### src/card_regs_pkg.sv
// constants and field layout of the card identity and access-parameter records
package card_regs_pkg;
    localparam int RECORD_WIDTH = 128;
    localparam int CHECK_WIDTH  = 7;
    localparam int BODY_WIDTH   = 120;
    localparam int OTP_WIDTH    = 5;

    // identity record field positions (low bit of each field)
    localparam int MAKER_LSB       = 120;
    localparam int APP_LSB         = 104;
    localparam int NAME_LSB        = 64;
    localparam int REV_LSB         = 56;
    localparam int SERIAL_LSB      = 24;
    localparam int DATE_LSB        = 8;
    localparam int CHECK_LSB       = 1;

    // access-parameter record field positions
    localparam int VERSION_LSB     = 126;
    localparam int ACCESS_TIME_LSB = 112;
    localparam int ACCESS_CLK_LSB  = 104;
    localparam int RATE_LSB        = 96;
    localparam int CLASS_LSB       = 84;
    localparam int RD_BLK_LSB      = 80;
    localparam int RD_PART_BIT     = 79;
    localparam int WR_MIS_BIT      = 78;
    localparam int RD_MIS_BIT      = 77;
    localparam int DRIVER_BIT      = 76;
    localparam int CAP_LSB         = 62;
    localparam int CURRENT_LSB     = 50;
    localparam int CAP_MULT_LSB    = 47;
    localparam int ERASE_EN_BIT    = 46;
    localparam int SECTOR_LSB      = 39;
    localparam int GROUP_SIZE_LSB  = 32;
    localparam int GROUP_EN_BIT    = 31;
    localparam int SPEED_LSB       = 26;
    localparam int WR_BLK_LSB      = 22;
    localparam int WR_PART_BIT     = 21;
    localparam int FMT_GROUP_BIT   = 15;
    localparam int COPY_BIT        = 14;
    localparam int PERM_LOCK_BIT   = 13;
    localparam int TEMP_LOCK_BIT   = 12;
    localparam int FMT_LSB         = 10;
    localparam int SPARE_LSB       = 8;

    localparam logic [1:0] LAYOUT_V1 = 2'h0;
    localparam logic [6:0] CHECK_POLY = 7'h09;

    // programmable low byte pair: once-only bits and repeat bits
    localparam logic [15:0] ONCE_MASK   = 16'hEC00;
    localparam logic [15:0] REPEAT_MASK = 16'h13FE;
    localparam logic [15:0] PROG_RESET  = 16'h0000;
    localparam logic [4:0]  USED_RESET  = 5'h00;

    localparam int LOAD_CYCLES = 128;

    typedef enum logic [1:0] {
        IDLE    = 2'b00,
        SHIFT   = 2'b01,
        APPLY   = 2'b11
    } prog_state_t;
endpackage

### src/crc_bus_if.sv
// interface carrying a serial checksum request and its result
`timescale 1ns/1ps
`default_nettype none
interface crc_bus_if;
    logic       start;
    logic       bitValid;
    logic       bitIn;
    logic [6:0] crc;
    modport gen  (input start, bitValid, bitIn, output crc);
    modport user (output start, bitValid, bitIn, input crc);
endinterface
`default_nettype wire

### src/card_ident_and_access_params.sv
// card identity record and access-parameter record with program path
`timescale 1ns/1ps
`default_nettype none
// How it works
// - a 128-bit identity record is offered on identityRecord for identification
// - identity record comes from factory inputs; no host path alters it
// - serial number is a per-device factory input, unique per device
// - identity fields packed maker, application, name, revision, serial, date
// - identity ends with computed checksum then a constant one bit
// - access record top two bits hold layout version 1.0
// - program command alters only the programmable low entries
// - read-only access entries always come from factory inputs
// - format group, copy, permanent lock, format change only once
// - temporary lock, bits 9:8 and checksum accept repeated programming
// - read access time and read access clocks fields placed as documented
// - transfer rate code and command class mask placed as documented
// - read and write block length codes placed as documented
// - partial read, misalign and partial write flags placed as documented
// - bit 76 shows whether driver-stage register is present
// - capacity, four current codes and multiplier placed as documented
// - single-block erase enable and sector size placed as documented
// - protect group size, group enable and write speed factor placed
// - access checksum in bits 7:1, bit 0 always one
// - records held in registers that drive the record outputs; reloaded every clock from factory inputs, checksums and programmed entries
module card_ident_and_access_params (
    input  wire logic         clock,
    input  wire logic         reset_n,
    input  wire logic [7:0]   makerCode,
    input  wire logic [15:0]  application_code,
    input  wire logic [39:0]  product_name_text,
    input  wire logic [7:0]   product_revision_bcd,
    input  wire logic [31:0]  serial_number,
    input  wire logic [11:0]  manufacture_date_bcd,
    input  wire logic [7:0]   read_access_time,
    input  wire logic [7:0]   read_access_clocks,
    input  wire logic [7:0]   transferRate,
    input  wire logic [11:0]  command_class_mask,
    input  wire logic [3:0]   read_block_length,
    input  wire logic         partial_read_allowed,
    input  wire logic         write_misalign_allowed,
    input  wire logic         read_misalign_allowed,
    input  wire logic         driver_stage_present,
    input  wire logic [11:0]  capacityCount,
    input  wire logic [2:0]   read_current_low_supply,
    input  wire logic [2:0]   read_current_high_supply,
    input  wire logic [2:0]   write_current_low_supply,
    input  wire logic [2:0]   write_current_high_supply,
    input  wire logic [2:0]   capacity_multiplier,
    input  wire logic         single_block_erase_enable,
    input  wire logic [6:0]   sectorSize,
    input  wire logic [6:0]   protect_group_size,
    input  wire logic         protect_group_enable,
    input  wire logic [2:0]   write_speed_factor,
    input  wire logic [3:0]   write_block_length,
    input  wire logic         partial_write_allowed,
    input  wire logic         progRequest,
    input  wire logic [15:0]  progData,
    output logic              progBusy,
    output logic              progDone,
    output logic              ready,
    output logic [127:0]      identityRecord,
    output logic [127:0]      accessRecord
);
    import card_regs_pkg::*;

    typedef struct packed {
        prog_state_t  phase;
        logic         recordSel;
        logic [7:0]   bitCount;
        logic [15:0]  programmed;
        logic [4:0]   onceUsed;
        logic [15:0]  pendingData;
        logic         pendingValid;
        logic [6:0]   identityCrc;
        logic [6:0]   accessCrc;
        logic         ready;
        logic         done;
        logic [127:0] identityOut;
        logic [127:0] accessOut;
    } top_state_t;

    top_state_t   state;
    top_state_t   next_state;
    logic [127:0] identityBody;
    logic [127:0] accessBody;
    logic [127:0] shiftSource;
    logic [15:0]  mergedProg;
    logic [15:0]  onceBits;
    logic [4:0]   newlyUsed;

    crc_bus_if crcLink();

    crc7_unit checksum (
        .clock   (clock),
        .reset_n (reset_n),
        .link    (crcLink)
    );

    // identity record built from factory-fixed inputs only
    always_comb begin
        identityBody = '0;
        identityBody[MAKER_LSB +: 8]   = makerCode;
        identityBody[APP_LSB +: 16]    = application_code;
        identityBody[NAME_LSB +: 40]   = product_name_text;
        identityBody[REV_LSB +: 8]     = product_revision_bcd;
        identityBody[SERIAL_LSB +: 32] = serial_number;
        identityBody[DATE_LSB +: 12]   = manufacture_date_bcd;
    end

    // access record: read-only fields straight from factory inputs
    always_comb begin
        accessBody = '0;
        accessBody[VERSION_LSB +: 2]     = LAYOUT_V1;
        accessBody[ACCESS_TIME_LSB +: 8] = read_access_time;
        accessBody[ACCESS_CLK_LSB +: 8]  = read_access_clocks;
        accessBody[RATE_LSB +: 8]        = transferRate;
        accessBody[CLASS_LSB +: 12]      = command_class_mask;
        accessBody[RD_BLK_LSB +: 4]      = read_block_length;
        accessBody[RD_PART_BIT]          = partial_read_allowed;
        accessBody[WR_MIS_BIT]           = write_misalign_allowed;
        accessBody[RD_MIS_BIT]           = read_misalign_allowed;
        accessBody[DRIVER_BIT]           = driver_stage_present;
        accessBody[CAP_LSB +: 12]        = capacityCount;
        accessBody[CURRENT_LSB +: 12]    = {read_current_low_supply,
                                            read_current_high_supply,
                                            write_current_low_supply,
                                            write_current_high_supply};
        accessBody[CAP_MULT_LSB +: 3]    = capacity_multiplier;
        accessBody[ERASE_EN_BIT]         = single_block_erase_enable;
        accessBody[SECTOR_LSB +: 7]      = sectorSize;
        accessBody[GROUP_SIZE_LSB +: 7]  = protect_group_size;
        accessBody[GROUP_EN_BIT]         = protect_group_enable;
        accessBody[SPEED_LSB +: 3]       = write_speed_factor;
        accessBody[WR_BLK_LSB +: 4]      = write_block_length;
        accessBody[WR_PART_BIT]          = partial_write_allowed;
        accessBody[15:0]                 = state.programmed & ~16'h0001;
    end

    // once-only bits gathered into a vector matching onceUsed
    always_comb begin
        onceBits  = ONCE_MASK;
        newlyUsed = {state.pendingData[FMT_GROUP_BIT]
                     ^ state.programmed[FMT_GROUP_BIT],
                     state.pendingData[COPY_BIT]
                     ^ state.programmed[COPY_BIT],
                     state.pendingData[PERM_LOCK_BIT]
                     ^ state.programmed[PERM_LOCK_BIT],
                     state.pendingData[FMT_LSB +: 2]
                     != state.programmed[FMT_LSB +: 2],
                     1'b0};
        mergedProg = (state.pendingData & REPEAT_MASK)
            | (state.programmed & ~REPEAT_MASK);
        if (!state.onceUsed[4]) begin
            mergedProg[FMT_GROUP_BIT] = state.pendingData[FMT_GROUP_BIT];
        end
        if (!state.onceUsed[3]) begin
            mergedProg[COPY_BIT] = state.pendingData[COPY_BIT];
        end
        if (!state.onceUsed[2]) begin
            mergedProg[PERM_LOCK_BIT] = state.pendingData[PERM_LOCK_BIT];
        end
        if (!state.onceUsed[1]) begin
            mergedProg[FMT_LSB +: 2] = state.pendingData[FMT_LSB +: 2];
        end
        mergedProg = mergedProg & (onceBits | REPEAT_MASK);
    end

    assign shiftSource = state.recordSel ? accessBody : identityBody;

    always_comb begin
        next_state = state;
        next_state.done = 1'b0;
        crcLink.start    = 1'b0;
        crcLink.bitValid = 1'b0;
        crcLink.bitIn    = shiftSource[RECORD_WIDTH - 1 - state.bitCount];
        // program requests are latched and served between checksum passes
        if (progRequest && !state.pendingValid) begin
            next_state.pendingValid = 1'b1;
            next_state.pendingData  = progData;
        end
        case (state.phase)
            IDLE: begin
                crcLink.start = 1'b1;
                next_state.bitCount = 8'h00;
                next_state.phase    = SHIFT;
            end
            SHIFT: begin
                crcLink.bitValid = 1'b1;
                if (state.bitCount == 8'(BODY_WIDTH - 1)) begin
                    next_state.phase = APPLY;
                end else begin
                    next_state.bitCount = state.bitCount + 8'h01;
                end
            end
            APPLY: begin
                if (state.recordSel) begin
                    next_state.accessCrc = crcLink.crc;
                    next_state.ready     = 1'b1;
                    if (state.pendingValid) begin
                        next_state.programmed   = mergedProg;
                        next_state.onceUsed     = state.onceUsed
                                                 | newlyUsed;
                        next_state.pendingValid = 1'b0;
                        next_state.done         = 1'b1;
                    end
                end else begin
                    next_state.identityCrc = crcLink.crc;
                end
                next_state.recordSel = ~state.recordSel;
                next_state.phase     = IDLE;
            end
            default: begin
                next_state.phase = IDLE;
            end
        endcase
        next_state.identityOut = {identityBody[127:8],
                                  state.identityCrc, 1'b1};
        next_state.accessOut = {accessBody[127:8],
                                accessBody[7:1] == 7'h00 ?
                                state.accessCrc : accessBody[7:1],
                                1'b1};
    end

    always_ff @(posedge clock or negedge reset_n) begin
        if (!reset_n) begin
            state <= '{phase: IDLE, recordSel: 1'b0, bitCount: 8'h00,
                       programmed: PROG_RESET, onceUsed: USED_RESET,
                       pendingData: 16'h0000, pendingValid: 1'b0,
                       identityCrc: 7'h00, accessCrc: 7'h00,
                       ready: 1'b0, done: 1'b0,
                       identityOut: '0, accessOut: '0};
        end else begin
            state <= next_state;
        end
    end

    assign identityRecord = state.identityOut;
    assign accessRecord   = state.accessOut;
    assign progBusy       = state.pendingValid;
    assign progDone       = state.done;
    assign ready          = state.ready;
endmodule
`default_nettype wire

### src/crc7_unit.sv
// serial seven-bit checksum over a bit stream, generator x^7+x^3+1
`timescale 1ns/1ps
`default_nettype none
module crc7_unit (
    input  wire logic clock,
    input  wire logic reset_n,
    crc_bus_if.gen    link
);
    import card_regs_pkg::*;

    typedef struct packed {
        logic [6:0] crc;
    } crc_state_t;

    crc_state_t state;
    crc_state_t next_state;
    logic       feedback;

    always_comb begin
        next_state = state;
        feedback   = state.crc[6] ^ link.bitIn;
        if (link.start) begin
            next_state.crc = 7'h00;
        end else if (link.bitValid) begin
            next_state.crc = {state.crc[5:0], 1'b0}
                ^ (feedback ? CHECK_POLY : 7'h00);
        end
    end

    always_ff @(posedge clock or negedge reset_n) begin
        if (!reset_n) begin
            state <= '0;
        end else begin
            state <= next_state;
        end
    end

    assign link.crc = state.crc;
endmodule
`default_nettype wire

### config.mk
export PLATFORM = sky130hd
export DESIGN_NAME = card_ident_and_access_params
export DESIGN_NICKNAME = d
export VERILOG_FILES = /design/src/card_regs_pkg.sv /design/src/crc_bus_if.sv /design/src/card_ident_and_access_params.sv /design/src/crc7_unit.sv
export SDC_FILE = /design/constraint.sdc
export NUM_CORES = 1
export LEC_CHECK = 0
export BUFFER_PORTS_ARGS = -buffer_cell sky130_fd_sc_hd__buf_2
export CORE_UTILIZATION = 26
export DETAILED_ROUTE_END_ITERATION = 8
export HOLD_SLACK_MARGIN = 0.12
export PLACE_DENSITY = 0.58
export SLEW_MARGIN = 10
export SYNTH_ARGS = -nofsm -noshare
export SYNTH_HDL_FRONTEND = slang
export SYNTH_SLANG_ARGS = --single-unit
### constraint.sdc
create_clock -name clock -period 2.8 [get_ports clock]
set_clock_uncertainty 0.15 [all_clocks]
set_input_delay 0.56 -clock clock [delete_from_list [all_inputs] [get_ports clock]]
set_output_delay 0.56 -clock clock [all_outputs]
set_load 0.03 [all_outputs]
==> summary.md, run 1 <==
| Metric | Value |
|---|---|
| First-pass GRT wire length | 61530 µm |
| Total Power | 10720 µW |
| Ys async rst share | 100.0% |
| # IOs | 489 |
| WP data required | 3.07 ns |
| Top post-synthesis cells by area | dfrtp_1, buf_4, mux4_2 |
| Final #Nets | 1692 |
| Die Wd | 223.7 µm |
| Final Hold Fails | 0 |
| Synth Cell Area | 0.01278 mm² |
| Critical Path Sink Type | flip-flop |
| Fillcell total | 4504 |
| Setup slack after layout | -0.02006 ns |
| Skew-Pair Late Insertion Delay | 0.54 ns |
| Total grt overflow | 0 |
| Layout cell share with drive strength beyond 1 | 48.08% |
| Post-Layout Inst Area | 0.01820 mm² |
| Area share of the largest cell type after synthesis | 59.31% |
| Drt pass-1 iters | 6 |
| Crit path from | protect_group_size[2] |
| NetSw | 2826 µW |
| DRC Markers | 0 |
| Synth unique cells | 64 |
| FF-to-FF path depth | 10 |
| Worst endpoint data arrival time | 3.09 ns |
| Synth Register Bits | 303 |
| Largest net degree at the start of global routing | 62 |
| CP dominant cell by count | a2111oi_4 |
| PD cells | 588.9 mW/mm² |
| CTS tree | done |
| Vias | 8976 |
| Initial core utilization | 26.55% |
| R2R Setup Slk | -0.02 ns |
| Num rows | 80 |
| CP max stage delay | 0.53 ns |
| Worst reg2reg endpoint | checksum.link.crc[3] |
| Worst-Margin Slew | 0.5944 ns |
| Ant. Diodes | 0 |
| Antenna violations before repair | 1 |
| Vias in the first global route | 9961 |
| Post-Syn Instances | 920 |
| Max Slew Vio Count | 0 |
| Total CTS buffers | 36 |
| Placed inst area | 0.01451 mm² |
| LEAKAGE | 0.008684 µW |
| Worst-path clk slew | 0.06 ns |
| EDFF count, synth | 0 |
| Port buffer count | 466 |
| Finished Core Util | 37.79% |
| ANT nets after route | 0 |
| Most common cell in the netlist | dfrtp_1 |
| Critical path, cell by cell | dlygate4sd3_1, buf_2, mux4_2, and2_1, a211oi_4, a2111oi_4, a2111oi_4, a41oi_2, xnor2_1, o21ai_1 |
| Pint | 7890 µW |
| Critical path capture point | checksum.link.crc[3] |
| CTS root buffer | clkbuf_16 |
| Fmax | 354.6 MHz |
| Total of warnings raised by yosys | 0 |
| RSZ-0062 raised after global routing | true |
| Status | finished, violations left |
| Sequential share of power | 44.4% |
| Hold WC Path Type | reg2reg |
| Vias/cell | 4.192 |
| Core area | 0.04815 mm² |
| Hold wc startpoint | next_state[134] |
| Violated checks | setup timing |
| Initial DRC count | 348 |
| Max VDD drop | 386.0 µV |
| GPL Wtd Cong | 0.8374 |
| Critical path startpoint category | input port |
| Pre-CTS setup slack | -0.2046 ns |
| Clock power share | 42.6% |
| Max cap viols | 0 |
| Period utilization | 100.7% |
| Reg-to-Reg Start | state[310] |
| Die ar. | 0.05006 mm² |
| Main synth FF type | dfrtp_1 |
| Post-DP HPWL | 29520 µm |
| # H-tree levels | 2 |
| CP Max Fanout | 2 |
| Sw frac | 26.37% |
| Area growth, synth to finish | 42.32% |
| TritonCTS Sinks | 303 |
| Clk buf depth | 3 |
| Post-route setup TNS | -0.02906 ns |
| Combinational share of power | 13.0% |
| Crit-path slowest cell | dlygate4sd3_1 |
| Dominant cell type by area after synthesis | dfrtp_1 |
| Max-slew headroom | 60.29% |
| CP Class | in2reg |
| Commonest cells in the synthesized netlist | dfrtp_1, buf_4, nand2_1 |
| Register area share after synthesis | 59.31% |
| Total Routing Usage GR | 16.60% |
| Final Setup Violations | 2 |
| DIE HEIGHT | 223.7 µm |
| Syn_area_per_cell | 13.90 µm² |
| Wire per inst | 19.71 µm |
| Total routed wirelength | 42200 µm |
| Tmin final | 2.820 ns |
==> cell usage in the layout, fill, tap and decap left out, drive strengths merged, types with 8 or more instances in the layout <==
| master | count |
|---|---|
| a21oi | 8 |
| buf | 546 |
| clkbuf | 47 |
| clkinv | 10 |
| conb | 22 |
| dfrtp | 303 |
| dlygate4sd3 | 228 |
| mux2 | 44 |
| mux2i | 24 |
| mux4 | 43 |
| nand2 | 67 |
| nand3 | 10 |
| nor2 | 13 |
| nor2b | 9 |
| o21ai | 8 |
==> worst min-delay path by stage <==
| stage | endpoint | depth (start not counted) |
|---|---|---|
| 2_1_floorplan | accessBody[10] | 0 |
| 3_3_place_gp | identityRecord[6] | 0 |
| 3_5_place_dp | identityRecord[6] | 0 |
| 4_1_cts | identityRecord[6] | 0 |
| 5_1_grt | identityRecord[6] | 0 |
| 6_report | identityRecord[6] | 0 |
==> worst max-delay path: cells and delay by family <==
family / cells / cell delay (ns)
buf+inv: 2 / 0.66
compound gates: 5 / 0.97
mux: 1 / 0.47
simple gates: 1 / 0.21
xor+xnor: 1 / 0.22
==> power groups by stage <==
| stage | clock (µW) | sequential [µW] | combinational (µW) |
|---|---|---|---|
| after floorplan | 0 | 4780 | 797 |
| after global placement | 0 | 4830 | 1110 |
| after detailed placement | 0 | 4830 | 1120 |
| after CTS | 4720 | 4760 | 1390 |
| after global routing | 4880 | 4780 | 1480 |
| final | 4570 | 4760 | 1390 |
==> routing by layer <==
layer	routed length, µm	global-route usage [%]	part of all wire, %	up-vias
met5	13	0	0.031	-
met4	1644	7.092	3.9	2
li1	-	-	-	3977
met2	21400	29.35	51	396
met3	2511	4.066	6.0	91
met1	16630	19.01	39	4510
==> per-stage QoR <==
stage	hold WS, ns	std cells
floorplan	0.1144	940
detailed placement	0.2121	1841
finish	0.2241	2141
global route	0.2333	2141
CTS	0.2253	2141
global placement	0.2105	1841
==> state kept, by name (all words and copies together) (netlist names) <==
| signal | count |
|---|---|
| identityRecord | 123 |
| progDone | 1 |
| ready | 1 |
| state | 37 |
| progBusy | 1 |
| accessBody | 15 |
| next_state | 7 |
| accessRecord | 111 |
| checksum.link.crc | 7 |
==> timing repair <==
item,in CTS,in global routing
cloned,1,0
buffers inserted,10,0
hold buffers,228,0
hold endpoints to repair,276,0
setup endpoints to repair,2,2
resized for setup,37,8
pin swaps,12,7
==> cell type report <==
class	count	area (µm²)	area share, %
clock buffers	47	1023	5.625
clock inverters	15	122.6	0.6739
inverters	5	21.27	0.1169
multi-input cells	341	3202	17.60
flip-flops and latches	303	7595	41.74
well taps	656	820.8	4.511
repair buffers	774	5410	29.73
==> logic make-up (layout without fill, tap and decap cells) <==
group / Yosys count / after routing / synth area share (%)
other: 2 / 22 / 0.05874
adder cells (fa/ha/maj): 1 / 1 / 0.09785
AND/OR/NAND/NOR: 129 / 129 / 4.776
XOR/XNOR: 8 / 8 / 0.5481
buffers and inverters: 296 / 841 / 17.23
AO/OA/AOI/OAI: 70 / 70 / 4.179
flip-flops: 303 / 303 / 59.31
multiplexers: 111 / 111 / 13.80
No activity file was read; power rests on OpenSTA's default activity.
==> run 2, diff against run 1 <==
RECOVER_POWER = 50   (was unset)
==> summary.md, run 2 (synthesis results as in run 1) <==
| Metric | Value |
|---|---|
| Status | finished, violations left |
| Violated checks | capacitance limit, slew limit, setup timing |
| Vias | 8968 |
| Hold WS | 0.2234 ns |
| Fmax | 354.2 MHz |
| Worst-path clk slew | 0.06 ns |
| WP data required | 3.07 ns |
| CP Class | in2reg |
| Final Setup Violations | 2 |
| Port buffer count | 466 |
| Critical path, cell by cell | dlygate4sd3_1, clkbuf_1, mux4_2, and2_1, a211oi_4, a2111oi_4, a2111oi_4, a41oi_2, xnor2_1, o21ai_1 |
| Max cap viols | 1 |
| Most common cell after layout, fill and taps aside | dfrtp_1 |
| Total grt overflow | 0 |
| Antenna violations before repair | 1 |
| DRC Markers | 0 |
| Max Slew Vio Count | 60 |
| Worst hold stages | 0 |
| Clk buf depth | 3 |
| Crit-path slowest cell | dlygate4sd3_1 |
| Total CTS buffers | 36 |
| Vias/cell | 4.189 |
| Worst endpoint data arrival time | 3.09 ns |
| Critical path startpoint category | input port |
| Setup slack after layout | -0.02327 ns |
| Most frequent cells in the layout | dfrtp_1, buf_2, dlygate4sd3_1 |
| Area growth, synth to finish | 40.15% |
| CP top delay family | compound AO/OA/AOI/OAI gates |
| Hold WC Path Type | reg2reg |
| Layout cell share with drive strength beyond 1 | 36.03% |
| Total Routing Usage GR | 16.60% |
| PD cells | 595.9 mW/mm² |
| Num rows | 80 |
| Core area | 0.04815 mm² |
| Critical path depth | 10 |
| Max VDD drop | 386.1 µV |
| DIE HEIGHT | 223.7 µm |
| Worst-Margin Slew | 1.844 ns |
| CP Buf/Inv Count | 2 |
| First-pass GRT wire length | 61530 µm |
| LEAKAGE | 0.008175 µW |
| Period utilization | 100.8% |
| Tmin final | 2.823 ns |
| Ant. Diodes | 0 |
| CP Max Fanout | 2 |
| CTS root buffer | clkbuf_16 |
| Max-slew headroom | -22.93% |
| CTS tree | done |
| TritonCTS Sinks | 303 |
| Largest net degree at the start of global routing | 62 |
| Die Wd | 223.7 µm |
| Skew-Pair Late Insertion Delay | 0.54 ns |
| Final Hold Fails | 0 |
| Initial DRC count | 334 |
| # IOs | 489 |
| Initial core utilization | 26.55% |
| Vias in the first global route | 9961 |
| CP dominant cell by count | a2111oi_4 |
| ANT nets after route | 0 |
| CP max stage delay | 0.53 ns |
| Final #Nets | 1692 |
| Post-DP HPWL | 29520 µm |
| Max reg flops | 123 |
| Wire per inst | 19.63 µm |
| Post-route setup TNS | -0.04615 ns |
| # H-tree levels | 2 |
| Total routed wirelength | 42020 µm |
| Critical Path Sink Type | flip-flop |
| RSZ-0062 raised after global routing | true |
| FF-to-FF path depth | 11 |
| Drt pass-1 iters | 6 |
| GPL Wtd Cong | 0.8374 |
| Die ar. | 0.05006 mm² |
[run 2: layout make-up]
cell class | instances | area (µm²)
fill | 4645 | 30230
sequential | 303 | 7595
timing repair buffer | 774 | 5134
multi-input combinational | 341 | 3202
clock buffer | 47 | 1023
tap | 656 | 820.8
clock inverter | 15 | 122.6
inverter | 5 | 21.27
[run 2: power breakdown]
part	internal, µW	total (µW)	switching (µW)
Combinational	557	1350	795
Clock	2680	4570	1890
Sequential	4610	4760	145
[run 2: worst paths after layout]
check | from | to | slack [ns]
setup reg to reg | state[318] | checksum.link.crc[0] | -0.02
max in group asynchronous | reset_n | accessRecord[58] | 0.21
hold / removal | next_state[134] | identityRecord[6] | 0.22
min in group asynchronous | reset_n | accessRecord[110] | 0.93
hold reg to reg | next_state[134] | identityRecord[6] | 0.22
setup / recovery | protect_group_size[3] | checksum.link.crc[3] | -0.02
[run 2: timing repair]
action | in CTS | in global routing
setup buffers | 10 | 0
pin swaps | 12 | 7
setup endpoints to repair | 2 | 2
hold buffers | 228 | 0
gates cloned | 1 | 0
hold endpoints to repair | 276 | 0
resized for setup | 37 | 8
[run 2: metal layers]
layer	vias to the layer above	track usage, %	routed length (µm)
met2	382	29.35	21290
met4	2	7.092	1667
met1	4506	19.01	16450
met3	93	4.066	2605
met5	-	0	13
li1	3985	-	-
[run 2: worst register-to-register path, stage by stage, from the launching register on]
cell	delay, ns
dfrtp_4	0.49
buf_12	0.16
buf_12	0.14
buf_4	0.14
mux4_2	0.34
mux2i_2	0.12
a211oi_1	0.32
a32oi_1	0.10
a22o_1	0.23
a41oi_2	0.28
xnor2_1	0.17
o21ai_1	0.08
[run 2: stage by stage]
step / utilization, % / power [µW] / worst slack [ns] / instance area (µm²) / cells
after detailed placement: 30.14 / 5949 / -0.2046 / 14510 / 1841
final: 37.22 / 10680 / -0.02327 / 17920 / 2141
after floorplan: - / 5574 / 0.3019 / 12860 / 940
after global routing: 37.22 / 11100 / -0.1149 / 17920 / 2141
after CTS: 37.78 / 10870 / -0.04570 / 18190 / 2141
after global placement: 30.14 / 5943 / -0.2112 / 14510 / 1841
